File: config.mk
export PLATFORM = sky130hd
export DESIGN_NAME = bit_initiator_termination
export DESIGN_NICKNAME = d
export VERILOG_FILES = /design/src/verilog/bit_pkg.sv /design/src/verilog/bit_attempt_counter.sv /design/src/verilog/bit_initiator_termination.sv
export SDC_FILE = /design/constraint.sdc
export NUM_CORES = 1
export LEC_CHECK = 0
export BUFFER_PORTS_ARGS = -buffer_cell sky130_fd_sc_hd__buf_2
export CORE_MARGIN = 3
export CORE_UTILIZATION = 30
export CTS_CLUSTER_SIZE = 12
export DETAILED_ROUTE_END_ITERATION = 10
export PLACE_DENSITY = 0.46
export SYNTH_ARGS = -nofsm -noshare
export SYNTH_HDL_FRONTEND = slang
export SYNTH_SLANG_ARGS = --single-unit
export TNS_END_PERCENT = 10
File: constraint.sdc
create_clock -name sys_clk -period 8.4 [get_ports sys_clk]
set_input_delay 0.42 -clock sys_clk [delete_from_list [all_inputs] [get_ports sys_clk]]
set_output_delay 0.42 -clock sys_clk [all_outputs]
set_load 0.005 [all_outputs]
File: src/verilog/bit_pkg.sv
`default_nettype none
// Shared definitions for the termination block
package bit_pkg;

  // Bridge control: upper half of the dword at 0x3C
  localparam logic [7:0] BRIDGE_CONTROL_OFFSET = 8'h3C;
  localparam int BRIDGE_CONTROL_LSB = 16;
  localparam logic [15:0] BRIDGE_CONTROL_RESET = 16'h0000;
  localparam int BC_MASTER_ABORT_MODE_BIT = 5;

  // Claim window in clocks after FRAME# falls
  localparam logic [2:0] DEVSEL_WINDOW_CLOCKS = 3'h5;

  // Attempt counter width; read data on master abort
  localparam int ATTEMPT_WIDTH = 24;
  localparam logic [31:0] MASTER_ABORT_READ_DATA = 32'hFFFF_FFFF;

  // Which bus a status bit belongs to
  localparam int BUS_PRIMARY = 0;
  localparam int BUS_SECONDARY = 1;

  // Kind of transaction forwarded onto the target bus
  typedef enum logic [2:0] {
    KIND_DELAYED_WRITE,
    KIND_READ_SINGLE,
    KIND_READ_PREFETCH,
    KIND_POSTED_WRITE,
    KIND_SPECIAL_CYCLE
  } bit_kind_type;

  // Answer to be returned to the originating initiator
  typedef enum logic [1:0] {
    RESP_TRDY,
    RESP_DISCONNECT,
    RESP_RETRY,
    RESP_TARGET_ABORT
  } bit_resp_code_type;

  // Queued request presented to the block
  typedef struct packed {
    logic valid;
    bit_kind_type kind;
    logic mem_write_invalidate;
    logic multi_phase;
    logic to_secondary;
    logic [31:2] dword_addr;
    logic [15:0] dword_count;
  } bit_req_type;

  // Target-bus inputs, active low as on the bus
  typedef struct packed {
    logic devsel_n;
    logic trdy_n;
    logic stop_n;
    logic gnt_n;
  } bit_bus_in_type;

  // System-error enables from the command and event-disable registers
  typedef struct packed {
    logic serr_enable;
    logic disable_posted_master_abort;
    logic disable_retry_limit;
  } bit_serr_ctrl_type;

  // Answer for the delayed-transaction return queue
  typedef struct packed {
    logic valid;
    bit_resp_code_type code;
    logic all_ones_data;
  } bit_resp_type;

  // One-cycle set pulses for status registers, indexed by bus
  typedef struct packed {
    logic [1:0] rcv_master_abort;
    logic [1:0] rcv_target_abort;
    logic [1:0] sig_target_abort;
  } bit_status_set_type;

endpackage
`default_nettype wire

File: src/verilog/bit_attempt_counter.sv
`timescale 1ns/10ps
`default_nettype none
// Counts target retries of the active queued transaction
module bit_attempt_counter #(
  parameter int WIDTH = 24,
  parameter int unsigned LIMIT = 2**24
) (
  input wire logic sys_clk,
  input wire logic reset_n,
  input wire logic clear,
  input wire logic bump,
  output logic [WIDTH-1:0] count,
  output logic at_last
);
  // Count held while the last permitted attempt runs
  localparam logic [WIDTH-1:0] LAST_VALUE = WIDTH'(LIMIT - 1);

  logic [WIDTH-1:0] count_q; // Retries seen so far

  // Clear wins so a fresh request never inherits an old count
  always_ff @(posedge sys_clk or negedge reset_n) begin
    if (!reset_n) begin
      count_q <= '0;
    end else if (clear) begin
      count_q <= '0;
    end else if (bump) begin
      count_q <= count_q + WIDTH'(1);
    end
  end

  assign count = count_q;
  assign at_last = (count_q == LAST_VALUE);

endmodule // bit_attempt_counter
`default_nettype wire

File: src/verilog/bit_initiator_termination.sv
// Summary of operation
// - DEVSEL within five clocks: normal master termination
// - Delayed write ends after one Dword
// - Non-prefetchable read ends after one Dword
// - Prefetchable read ends at prefetch boundary
// - Posted write ends when all data delivered
// - Burst ends on latency expiry without grant
// - Target retry, disconnect, abort end transaction
// - Latency-cut posted write resumes at next Dword
// - Latency-cut prefetch read is not repeated
// - No DEVSEL in five clocks: master abort
// - Abort mode 0: TRDY, all-ones read data
// - Abort mode 1: target abort, signaled bit
// - Posted master abort drops data, sets status
// - Posted master abort SERR when mode, enabled
// - Special cycle master abort is normal
// - Delayed write disconnect only if multi-phase
// - Delayed write retry: retry initiator, reattempt
// - Delayed write target abort: return, set bits
// - Reissue delayed write until done or limit
// - Retry limit raises SERR when enabled
// - Retry limit discards request, target abort
`timescale 1ns/10ps
`default_nettype none
module bit_initiator_termination #(
  parameter int unsigned ATTEMPT_LIMIT = 2**24,
  parameter int PREFETCH_BOUNDARY_LOG2 = 4
) (
  input wire logic sys_clk,
  input wire logic reset_n,
  input wire logic cfg_write,
  input wire logic [7:0] cfg_offset,
  input wire logic [3:0] cfg_byte_en,
  input wire logic [31:0] cfg_wdata,
  output logic [31:0] cfg_rdata,
  input wire logic [7:0] master_latency_value,
  input wire bit_pkg::bit_serr_ctrl_type serr_ctrl,
  input wire bit_pkg::bit_req_type req,
  output logic req_done,
  output logic data_xfer,
  output logic [31:2] curr_dword_addr,
  input wire bit_pkg::bit_bus_in_type bus_in,
  output logic frame_n_out,
  output logic irdy_n_out,
  output logic master_oe,
  output var bit_pkg::bit_resp_type resp,
  output var bit_pkg::bit_status_set_type status_set,
  output logic primary_system_error_out
);
  import bit_pkg::*;

  // Master sequence on the target bus
  typedef enum logic [1:0] {ST_IDLE, ST_ADDR, ST_DATA, ST_RELEASE} bit_state_type;

  bit_state_type state_q; // Current bus phase
  logic frame_n_q; // FRAME# as driven
  logic irdy_n_q; // IRDY# as driven
  logic oe_q; // Master owns FRAME#/IRDY#
  logic [2:0] wait_cnt_q; // Clocks since FRAME# was asserted
  logic devsel_seen_q; // Target has claimed this attempt
  logic xfer_seen_q; // At least one data phase completed
  logic [7:0] lat_cnt_q; // Master latency timer
  logic active_q; // A request is held (possibly between attempts)
  bit_req_type cur_q; // Held request
  logic [31:2] addr_q; // Next undelivered Dword address
  logic [15:0] remain_q; // Posted Dwords still to deliver
  logic [15:0] bridge_control_q; // Bridge control register
  logic [31:0] cfg_rdata_q; // Registered read data
  logic req_done_q; // Request retired pulse
  logic data_xfer_q; // Dword moved pulse
  bit_resp_type resp_q; // Answer for the initiator side
  bit_status_set_type status_q; // Status set pulses
  logic serr_q; // System error pulse

  // Decoded bus levels, active high
  logic devsel, trdy, stop, gnt, frame_on, xfer, start, load_new;
  logic master_abort, target_abort, retry, disconnect, normal_end, end_now;
  logic lat_stop, next_is_last, limit_hit, finish, abort_mode, attempt_at_last;
  logic [15:0] remain_after;

  // Single-data-phase kinds; used when framing and for the latency cut
  function automatic logic is_single(input bit_kind_type k);
    return (k == KIND_DELAYED_WRITE) || (k == KIND_READ_SINGLE) ||
           (k == KIND_SPECIAL_CYCLE);
  endfunction

  // Kinds whose outcome travels back to the initiator
  function automatic logic is_delayed(input bit_kind_type k);
    return k != KIND_POSTED_WRITE;
  endfunction

  // Read kinds get all-ones data on a soft master abort
  function automatic logic is_read(input bit_kind_type k);
    return (k == KIND_READ_SINGLE) || (k == KIND_READ_PREFETCH);
  endfunction

  // True when the Dword at this address is the last before a boundary
  function automatic logic last_before_boundary(input logic [31:2] a);
    return &a[PREFETCH_BOUNDARY_LOG2+1:2];
  endfunction

  assign devsel = ~bus_in.devsel_n;
  assign trdy = ~bus_in.trdy_n;
  assign stop = ~bus_in.stop_n;
  assign gnt = ~bus_in.gnt_n;
  assign frame_on = ~frame_n_q;
  assign abort_mode = bridge_control_q[BC_MASTER_ABORT_MODE_BIT];

  // Start an attempt only with the grant; a held request restarts itself
  assign start = (state_q == ST_IDLE) && gnt && (active_q || req.valid);
  assign load_new = start && !active_q;

  // A data phase completes when IRDY# and TRDY# meet with DEVSEL#
  assign xfer = (state_q == ST_DATA) && !irdy_n_q && trdy && devsel;
  assign remain_after = remain_q - {15'h0000, xfer};

  // Target terminations, classified on the bus signals of this clock
  assign master_abort = (state_q == ST_DATA) && !devsel_seen_q && !devsel &&
                        (wait_cnt_q == DEVSEL_WINDOW_CLOCKS);
  assign target_abort = (state_q == ST_DATA) && stop && !devsel && devsel_seen_q;
  assign retry = (state_q == ST_DATA) && stop && devsel && !trdy && !xfer_seen_q;
  assign disconnect = (state_q == ST_DATA) && stop && devsel && !retry;
  assign normal_end = xfer && !stop && !frame_on;
  assign end_now = master_abort || target_abort || retry || disconnect ||
                   normal_end;

  // Latency cut applies to bursts other than memory write and invalidate
  assign lat_stop = !is_single(cur_q.kind) && !cur_q.mem_write_invalidate &&
                    (lat_cnt_q >= master_latency_value) && !gnt;

  // The next data phase is the final one of this burst
  always_comb begin
    next_is_last = 1'b0;
    if (cur_q.kind == KIND_POSTED_WRITE) begin
      next_is_last = (remain_after == 16'h0001);
    end else if (cur_q.kind == KIND_READ_PREFETCH) begin
      next_is_last = last_before_boundary(addr_q + 30'h1);
    end
  end

  // Retry limit reached on the final permitted attempt
  assign limit_hit = retry && attempt_at_last;

  // Whether this end retires the held request or it must go again
  always_comb begin
    finish = 1'b1;
    if (retry && !attempt_at_last) begin
      finish = 1'b0;
    end else if (cur_q.kind == KIND_POSTED_WRITE && !master_abort &&
                 !target_abort && !limit_hit) begin
      finish = (remain_after == 16'h0000);
    end
  end

  // Retry attempts of the held request
  bit_attempt_counter #(
    .WIDTH(ATTEMPT_WIDTH),
    .LIMIT(ATTEMPT_LIMIT)
  ) u_attempts (
    .sys_clk(sys_clk),
    .reset_n(reset_n),
    .clear(load_new),
    .bump(retry),
    .count(),
    .at_last(attempt_at_last)
  );

  // Bus phase sequencing: FRAME#, IRDY# and their enable
  always_ff @(posedge sys_clk or negedge reset_n) begin
    if (!reset_n) begin
      state_q <= ST_IDLE;
      frame_n_q <= 1'b1;
      irdy_n_q <= 1'b1;
      oe_q <= 1'b0;
      wait_cnt_q <= 3'h0;
      devsel_seen_q <= 1'b0;
      xfer_seen_q <= 1'b0;
      lat_cnt_q <= 8'h00;
    end else begin
      unique case (state_q)
        ST_IDLE: begin
          // Address phase begins with FRAME# low
          if (start) begin
            frame_n_q <= 1'b0;
            oe_q <= 1'b1;
            state_q <= ST_ADDR;
          end
          wait_cnt_q <= 3'h0;
          devsel_seen_q <= 1'b0;
          xfer_seen_q <= 1'b0;
          lat_cnt_q <= 8'h00;
        end
        ST_ADDR: begin
          // Single-phase kinds drop FRAME# with the first IRDY#
          irdy_n_q <= 1'b0;
          frame_n_q <= is_single(cur_q.kind);
          wait_cnt_q <= 3'h1;
          lat_cnt_q <= 8'h01;
          state_q <= ST_DATA;
        end
        ST_DATA: begin
          // Saturate so the counters cannot wrap during long bursts
          if (wait_cnt_q != 3'h7) begin
            wait_cnt_q <= wait_cnt_q + 3'h1;
          end
          if (lat_cnt_q != 8'hFF) begin
            lat_cnt_q <= lat_cnt_q + 8'h01;
          end
          devsel_seen_q <= devsel_seen_q | devsel;
          xfer_seen_q <= xfer_seen_q | xfer;
          if (end_now) begin
            // Master abort with FRAME# still low keeps IRDY# one more clock
            frame_n_q <= 1'b1;
            irdy_n_q <= !(master_abort && frame_on);
            state_q <= ST_RELEASE;
          end else if (frame_on && (lat_stop || (xfer && next_is_last))) begin
            frame_n_q <= 1'b1;
          end
        end
        ST_RELEASE: begin
          // Drive deasserted levels for a clock, then float
          irdy_n_q <= 1'b1;
          frame_n_q <= 1'b1;
          oe_q <= 1'b0;
          state_q <= ST_IDLE;
        end
      endcase
    end
  end

  // Held request and its retirement
  always_ff @(posedge sys_clk or negedge reset_n) begin
    if (!reset_n) begin
      active_q <= 1'b0;
      cur_q <= '0;
      req_done_q <= 1'b0;
    end else begin
      req_done_q <= 1'b0;
      if (load_new) begin
        active_q <= 1'b1;
        cur_q <= req;
      end else if (end_now && finish) begin
        // Prefetch cut by latency is retired here, never refetched
        active_q <= 1'b0;
        req_done_q <= 1'b1;
      end
    end
  end

  // Address and count track each delivered Dword for resumption
  always_ff @(posedge sys_clk or negedge reset_n) begin
    if (!reset_n) begin
      addr_q <= '0;
      remain_q <= 16'h0000;
      data_xfer_q <= 1'b0;
    end else begin
      data_xfer_q <= xfer;
      if (load_new) begin
        addr_q <= req.dword_addr;
        remain_q <= req.dword_count;
      end else if (xfer) begin
        addr_q <= addr_q + 30'h1;
        remain_q <= remain_after;
      end
    end
  end

  // Answer for the initiator of a delayed transaction
  always_ff @(posedge sys_clk or negedge reset_n) begin
    if (!reset_n) begin
      resp_q <= '0;
    end else begin
      resp_q <= '0;
      if (end_now && is_delayed(cur_q.kind)) begin
        resp_q.valid <= 1'b1;
        if (limit_hit || target_abort) begin
          resp_q.code <= RESP_TARGET_ABORT;
        end else if (retry) begin
          resp_q.code <= RESP_RETRY;
        end else if (master_abort && cur_q.kind != KIND_SPECIAL_CYCLE) begin
          if (abort_mode) begin
            resp_q.code <= RESP_TARGET_ABORT;
          end else begin
            resp_q.code <= RESP_TRDY;
            resp_q.all_ones_data <= is_read(cur_q.kind);
          end
        end else if (cur_q.multi_phase) begin
          // Normal, disconnect, or expected special-cycle master abort
          resp_q.code <= RESP_DISCONNECT;
        end else begin
          resp_q.code <= RESP_TRDY;
        end
      end
    end
  end

  // Status set pulses and the primary system-error output
  always_ff @(posedge sys_clk or negedge reset_n) begin
    if (!reset_n) begin
      status_q <= '0;
      serr_q <= 1'b0;
    end else begin
      status_q <= '0;
      serr_q <= 1'b0;
      if (master_abort && cur_q.kind != KIND_SPECIAL_CYCLE) begin
        // Special cycles expect master abort, so no status is recorded
        status_q.rcv_master_abort[cur_q.to_secondary] <= 1'b1;
        if (is_delayed(cur_q.kind) && abort_mode) begin
          status_q.sig_target_abort[!cur_q.to_secondary] <= 1'b1;
        end
        if (cur_q.kind == KIND_POSTED_WRITE && abort_mode && serr_ctrl.serr_enable &&
            !serr_ctrl.disable_posted_master_abort) begin
          serr_q <= 1'b1;
        end
      end
      if (target_abort) begin
        status_q.rcv_target_abort[cur_q.to_secondary] <= 1'b1;
        if (is_delayed(cur_q.kind)) begin
          status_q.sig_target_abort[!cur_q.to_secondary] <= 1'b1;
        end
      end
      if (limit_hit && serr_ctrl.serr_enable && !serr_ctrl.disable_retry_limit) begin
        serr_q <= 1'b1;
      end
    end
  end

  // Bridge control register; only the two upper byte lanes exist
  always_ff @(posedge sys_clk or negedge reset_n) begin
    if (!reset_n) begin
      bridge_control_q <= BRIDGE_CONTROL_RESET;
    end else if (cfg_write && cfg_offset == BRIDGE_CONTROL_OFFSET) begin
      for (int b = 0; b < 2; b++) begin
        if (cfg_byte_en[b + 2]) begin
          bridge_control_q[b*8 +: 8] <= cfg_wdata[BRIDGE_CONTROL_LSB + b*8 +: 8];
        end
      end
    end
  end

  // Read data follows the offset one clock later; other offsets read zero
  always_ff @(posedge sys_clk or negedge reset_n) begin
    if (!reset_n) begin
      cfg_rdata_q <= 32'h0000_0000;
    end else if (cfg_offset == BRIDGE_CONTROL_OFFSET) begin
      cfg_rdata_q <= {bridge_control_q, 16'h0000};
    end else begin
      cfg_rdata_q <= 32'h0000_0000;
    end
  end

  assign cfg_rdata = cfg_rdata_q;
  assign req_done = req_done_q;
  assign data_xfer = data_xfer_q;
  assign curr_dword_addr = addr_q;
  assign frame_n_out = frame_n_q;
  assign irdy_n_out = irdy_n_q;
  assign master_oe = oe_q;
  assign resp = resp_q;
  assign status_set = status_q;
  assign primary_system_error_out = serr_q;

endmodule // bit_initiator_termination
`default_nettype wire

==> results.sh <==
export IMPL_fp_dieW_um=163
export IMPL_detailroute_wirelength_met2_um=8110
export IMPL_number_of_global_route_vias_before_repair=5841
export IMPL_highest_clock_rate_mhz=227
export IMPL_rrSetupSlack_ns=4.00
export IMPL_syn_inst=763
export IMPL_layout_filler_cells=2484
export IMPL_max_slew_margin=0.343
export IMPL_grt_setup_unrepaired="no"
export IMPL_setup_tns_final_ns=0
export IMPL_cpMaxStageDelayCell="or4b_1"
export IMPL_route_detailed_drc=0
export IMPL_vdd_ir_drop_worst_mv=0.126
export IMPL_cp_arrival_ns=4.71
export IMPL_number_of_flops_mapped_to_enable_cells_by_yosys=0
export IMPL_post_placement_worst_setup_slack_ns=3.95
export IMPL_routed_wl_met3_um=1760
export IMPL_highest_routed_layer="met5"
export IMPL_grt_total_usage=0.148
export IMPL_max_clock_skew_ns=0.00823
export IMPL_cts_resized=0
export IMPL_synth_largest_area_cell="dfrtp_1"
export IMPL_clock_path_buffers=2
export IMPL_synth_cell_area_um2=7380
export IMPL_critical_path_max_fanout=17
export IMPL_cts_root_buffer_cell="clkbuf_16"
export IMPL_final_nets=1047
export IMPL_grt_remaining_overflow=0
export IMPL_critical_path_top_delay_family="simple AND/OR/NAND/NOR gates"
export IMPL_critical_path_cell_chain="inv_1, ha_1, or4b_1, clkinv_4, ha_1, ha_1, nor4b_1, xor2_1, or4b_1, a32o_1"
export IMPL_floorplan_die_area_um2=26500
export IMPL_worst_reg2reg_path_startpoint="state_q[0]"
export IMPL_drt_via_density=4.67
export IMPL_coreArea_um2=23800
export IMPL_finalSetupViolations=0
export IMPL_crit_path_frequent_cell="ha_1"
export IMPL_worstSkewPairLatency_ns=0.42
export IMPL_finalWirelength_um=19100
export IMPL_gp_routability_congestion=0.746
export IMPL_buffer_ports_inserted=158
export IMPL_maxSlewViolCount=0
export IMPL_final_area_um2=8990
export IMPL_drt_iter0_markers=310
export IMPL_cts_repair_timing_setup_buffer_count=0
export IMPL_synth_ff_latch_count=140
export IMPL_floorplan_initialDensity=0.310
export IMPL_clk_pin_slew_worst_paths_ns=0.07
export IMPL_final_critical_path_setup_slack_ns=4.00
export IMPL_syn_to_final_growth_pct=21.7
export IMPL_die_h_um=163
export IMPL_grt_start_max_net_pins=91
export IMPL_cts_sink_count=140
export IMPL_place_hpwl_um=13400
export IMPL_detailroute_via_count=5811
export IMPL_route_antenna_remaining_nets=0
export IMPL_post_synth_main_area_contributors="dfrtp_1 47%, xnor2_1 6.3%, nand2_1 4.7%"
export IMPL_pin_count=193
export IMPL_power_per_standard_cell_area_nw_per_um2=272
export IMPL_antenna_found_initial=3
export IMPL_worst_setup_startpoint="state_q[0]"
export IMPL_yosysSeqAreaShare=0.475
export IMPL_placement_rows=56
export IMPL_crit_buf_inv=2
export IMPL_outcome="finished clean"
export IMPL_wire_length_of_the_first_global_routing_pass_um=31200
export IMPL_ys_async_sr_fraction=1.00
export IMPL_firstDrtPassIters=4
export IMPL_routed_wire_per_std_cell_um=15.3
export IMPL_length_of_routed_wiring_on_met1_um=9060
export IMPL_clock_tree_htree_level_count=4
export IMPL_min_delay_path_class="in -> async"
export IMPL_fraction_of_layout_cells_with_a_size_suffix_above_1=0.256
export IMPL_min_period_ns=4.40
export IMPL_yosysWarningCount=0
export IMPL_report_final_hold_viol_count=0
export IMPL_synth_main_ff_cell="dfrtp_1"
export IMPL_syn_area_per_cell_um2=9.68
export IMPL_synth_top_area_share=0.468
export IMPL_cap_viol_max_count=0
export IMPL_least_margin_pin_slew_ns=0.983
export IMPL_timing_setup_critical_path_class="reg -> reg"
export IMPL_cts_tree="yes"
export IMPL_leakagePower_nw=4.09
export IMPL_cts_hold_buf=0
export IMPL_endpoint_required_time_on_the_critical_path_ns=8.70
export IMPL_netlist_cell_type_count=64
export IMPL_startpoint_type="flip-flop"
export IMPL_post_place_cell_area_um2=8410
export IMPL_critical_path_endpoint_type="flip-flop"
export IMPL_cp_slowest_stage_delay_ns=0.81
export IMPL_cts_made_buffers=17
export IMPL_final_period_utilization=0.524
## path summary, 6_finish.rpt
path / endpoint / cells after the start
hold / removal: curr_dword_addr[9] / 1
setup / recovery: active_q / 10
min in group sys_clk: curr_dword_addr[9] / 3
setup reg to reg: active_q / 10
max in group asynchronous: resp[3] / 2
hold reg to reg: cfg_rdata[19] / 1
## power by group
part	internal (mW)	switching, mW	total, mW
logic	0.307	0.346	0.654
clock network	0.419	0.333	0.752
registers	0.840	0.201	1.04
total	1.57	0.881	2.45
## cell families after synthesis
logic type               Yosys count  synth area share
AO/OA/AOI/OAI                    116            0.0913
multiplexers                      22            0.0335
other                              1          0.000508
buffers and inverters             80            0.0524
flip-flops                       140             0.475
AND/OR/NAND/NOR                  315             0.231
XOR/XNOR                          68            0.0807
adder cells (fa/ha/maj)           21            0.0356
## sequential cells by signal, indices dropped and copies added, names as in the netlist, 2 cells and up
register and count:
status_set 6, curr_dword_addr 30, wait_cnt_q 3, resp 4, u_attempts.count 24, cur_q 6, remain_q 16, bridge_control_q 16
state_q 2, cfg_rdata 16, lat_cnt_q 8
## metal layers
metal  vias to the layer above  GRT usage
li1                       2906          -
met5                         -          0
met1                      2732      0.204
met2                       155      0.215
met4                         6     0.0319
met3                        12     0.0636
## through the flow
step | hold WS [ns] | utilization | power, mW | std cells
finish | 0.0410 | 0.377 | 2.45 | 1244
floorplan | 0.124 | - | 1.45 | 778
detailed placement | 0.465 | 0.353 | 1.72 | 1211
CTS | 0.0753 | 0.377 | 2.49 | 1243
global placement | 0.456 | 0.353 | 1.71 | 1211
global route | 0.105 | 0.377 | 2.64 | 1243
## synthesized netlist by cell type (all sizes together) (5+ instances only)
cell	instances
dfrtp	138
nand2	93
o21ai	72
nor2	57
xnor2	53
inv	32
nor4	25
clkbuf	24
nor3	24
buf	23
mux2	22
nand3	22
ha	21
and2	20
nand4	15
xor2	15
a21oi	14
and3	9
or3	8
a31oi	6
nand2b	5
nand3b	5
or2	5
## final cells by class
cell class	instances	area (um2)	share of cell area
repair buffers	161	820	0.0912
flip-flops and latches	140	3510	0.390
well taps	319	399	0.0444
clock buffers	17	425	0.0473
clock inverters	15	153	0.0170
multi-input cells	558	3560	0.396
inverters	33	129	0.0143
diodes	1	2.50	0.000278
## placed cells by master, fill, tap and decap left out, drive strengths merged, types with 3 or more instances in the layout
master	n
and3	9
buf	161
nor2	57
or4	3
and2	20
nand3b	5
or4b	4
nand3	22
o21ai	72
nand4	15
dfrtp	138
or2	5
clkinv	3
a21oi	14
xor2	15
clkbuf	17
inv	41
nand2b	5
a22o	3
a31oi	6
nor3	24
ha	21
nand2	93
nor2b	3
or3	8
mux2	22
clkinvlp	3
and4	4
nor4	25
xnor2	53
conb	16
nor3b	4
No activity file was read; power rests on OpenSTA's default activity.
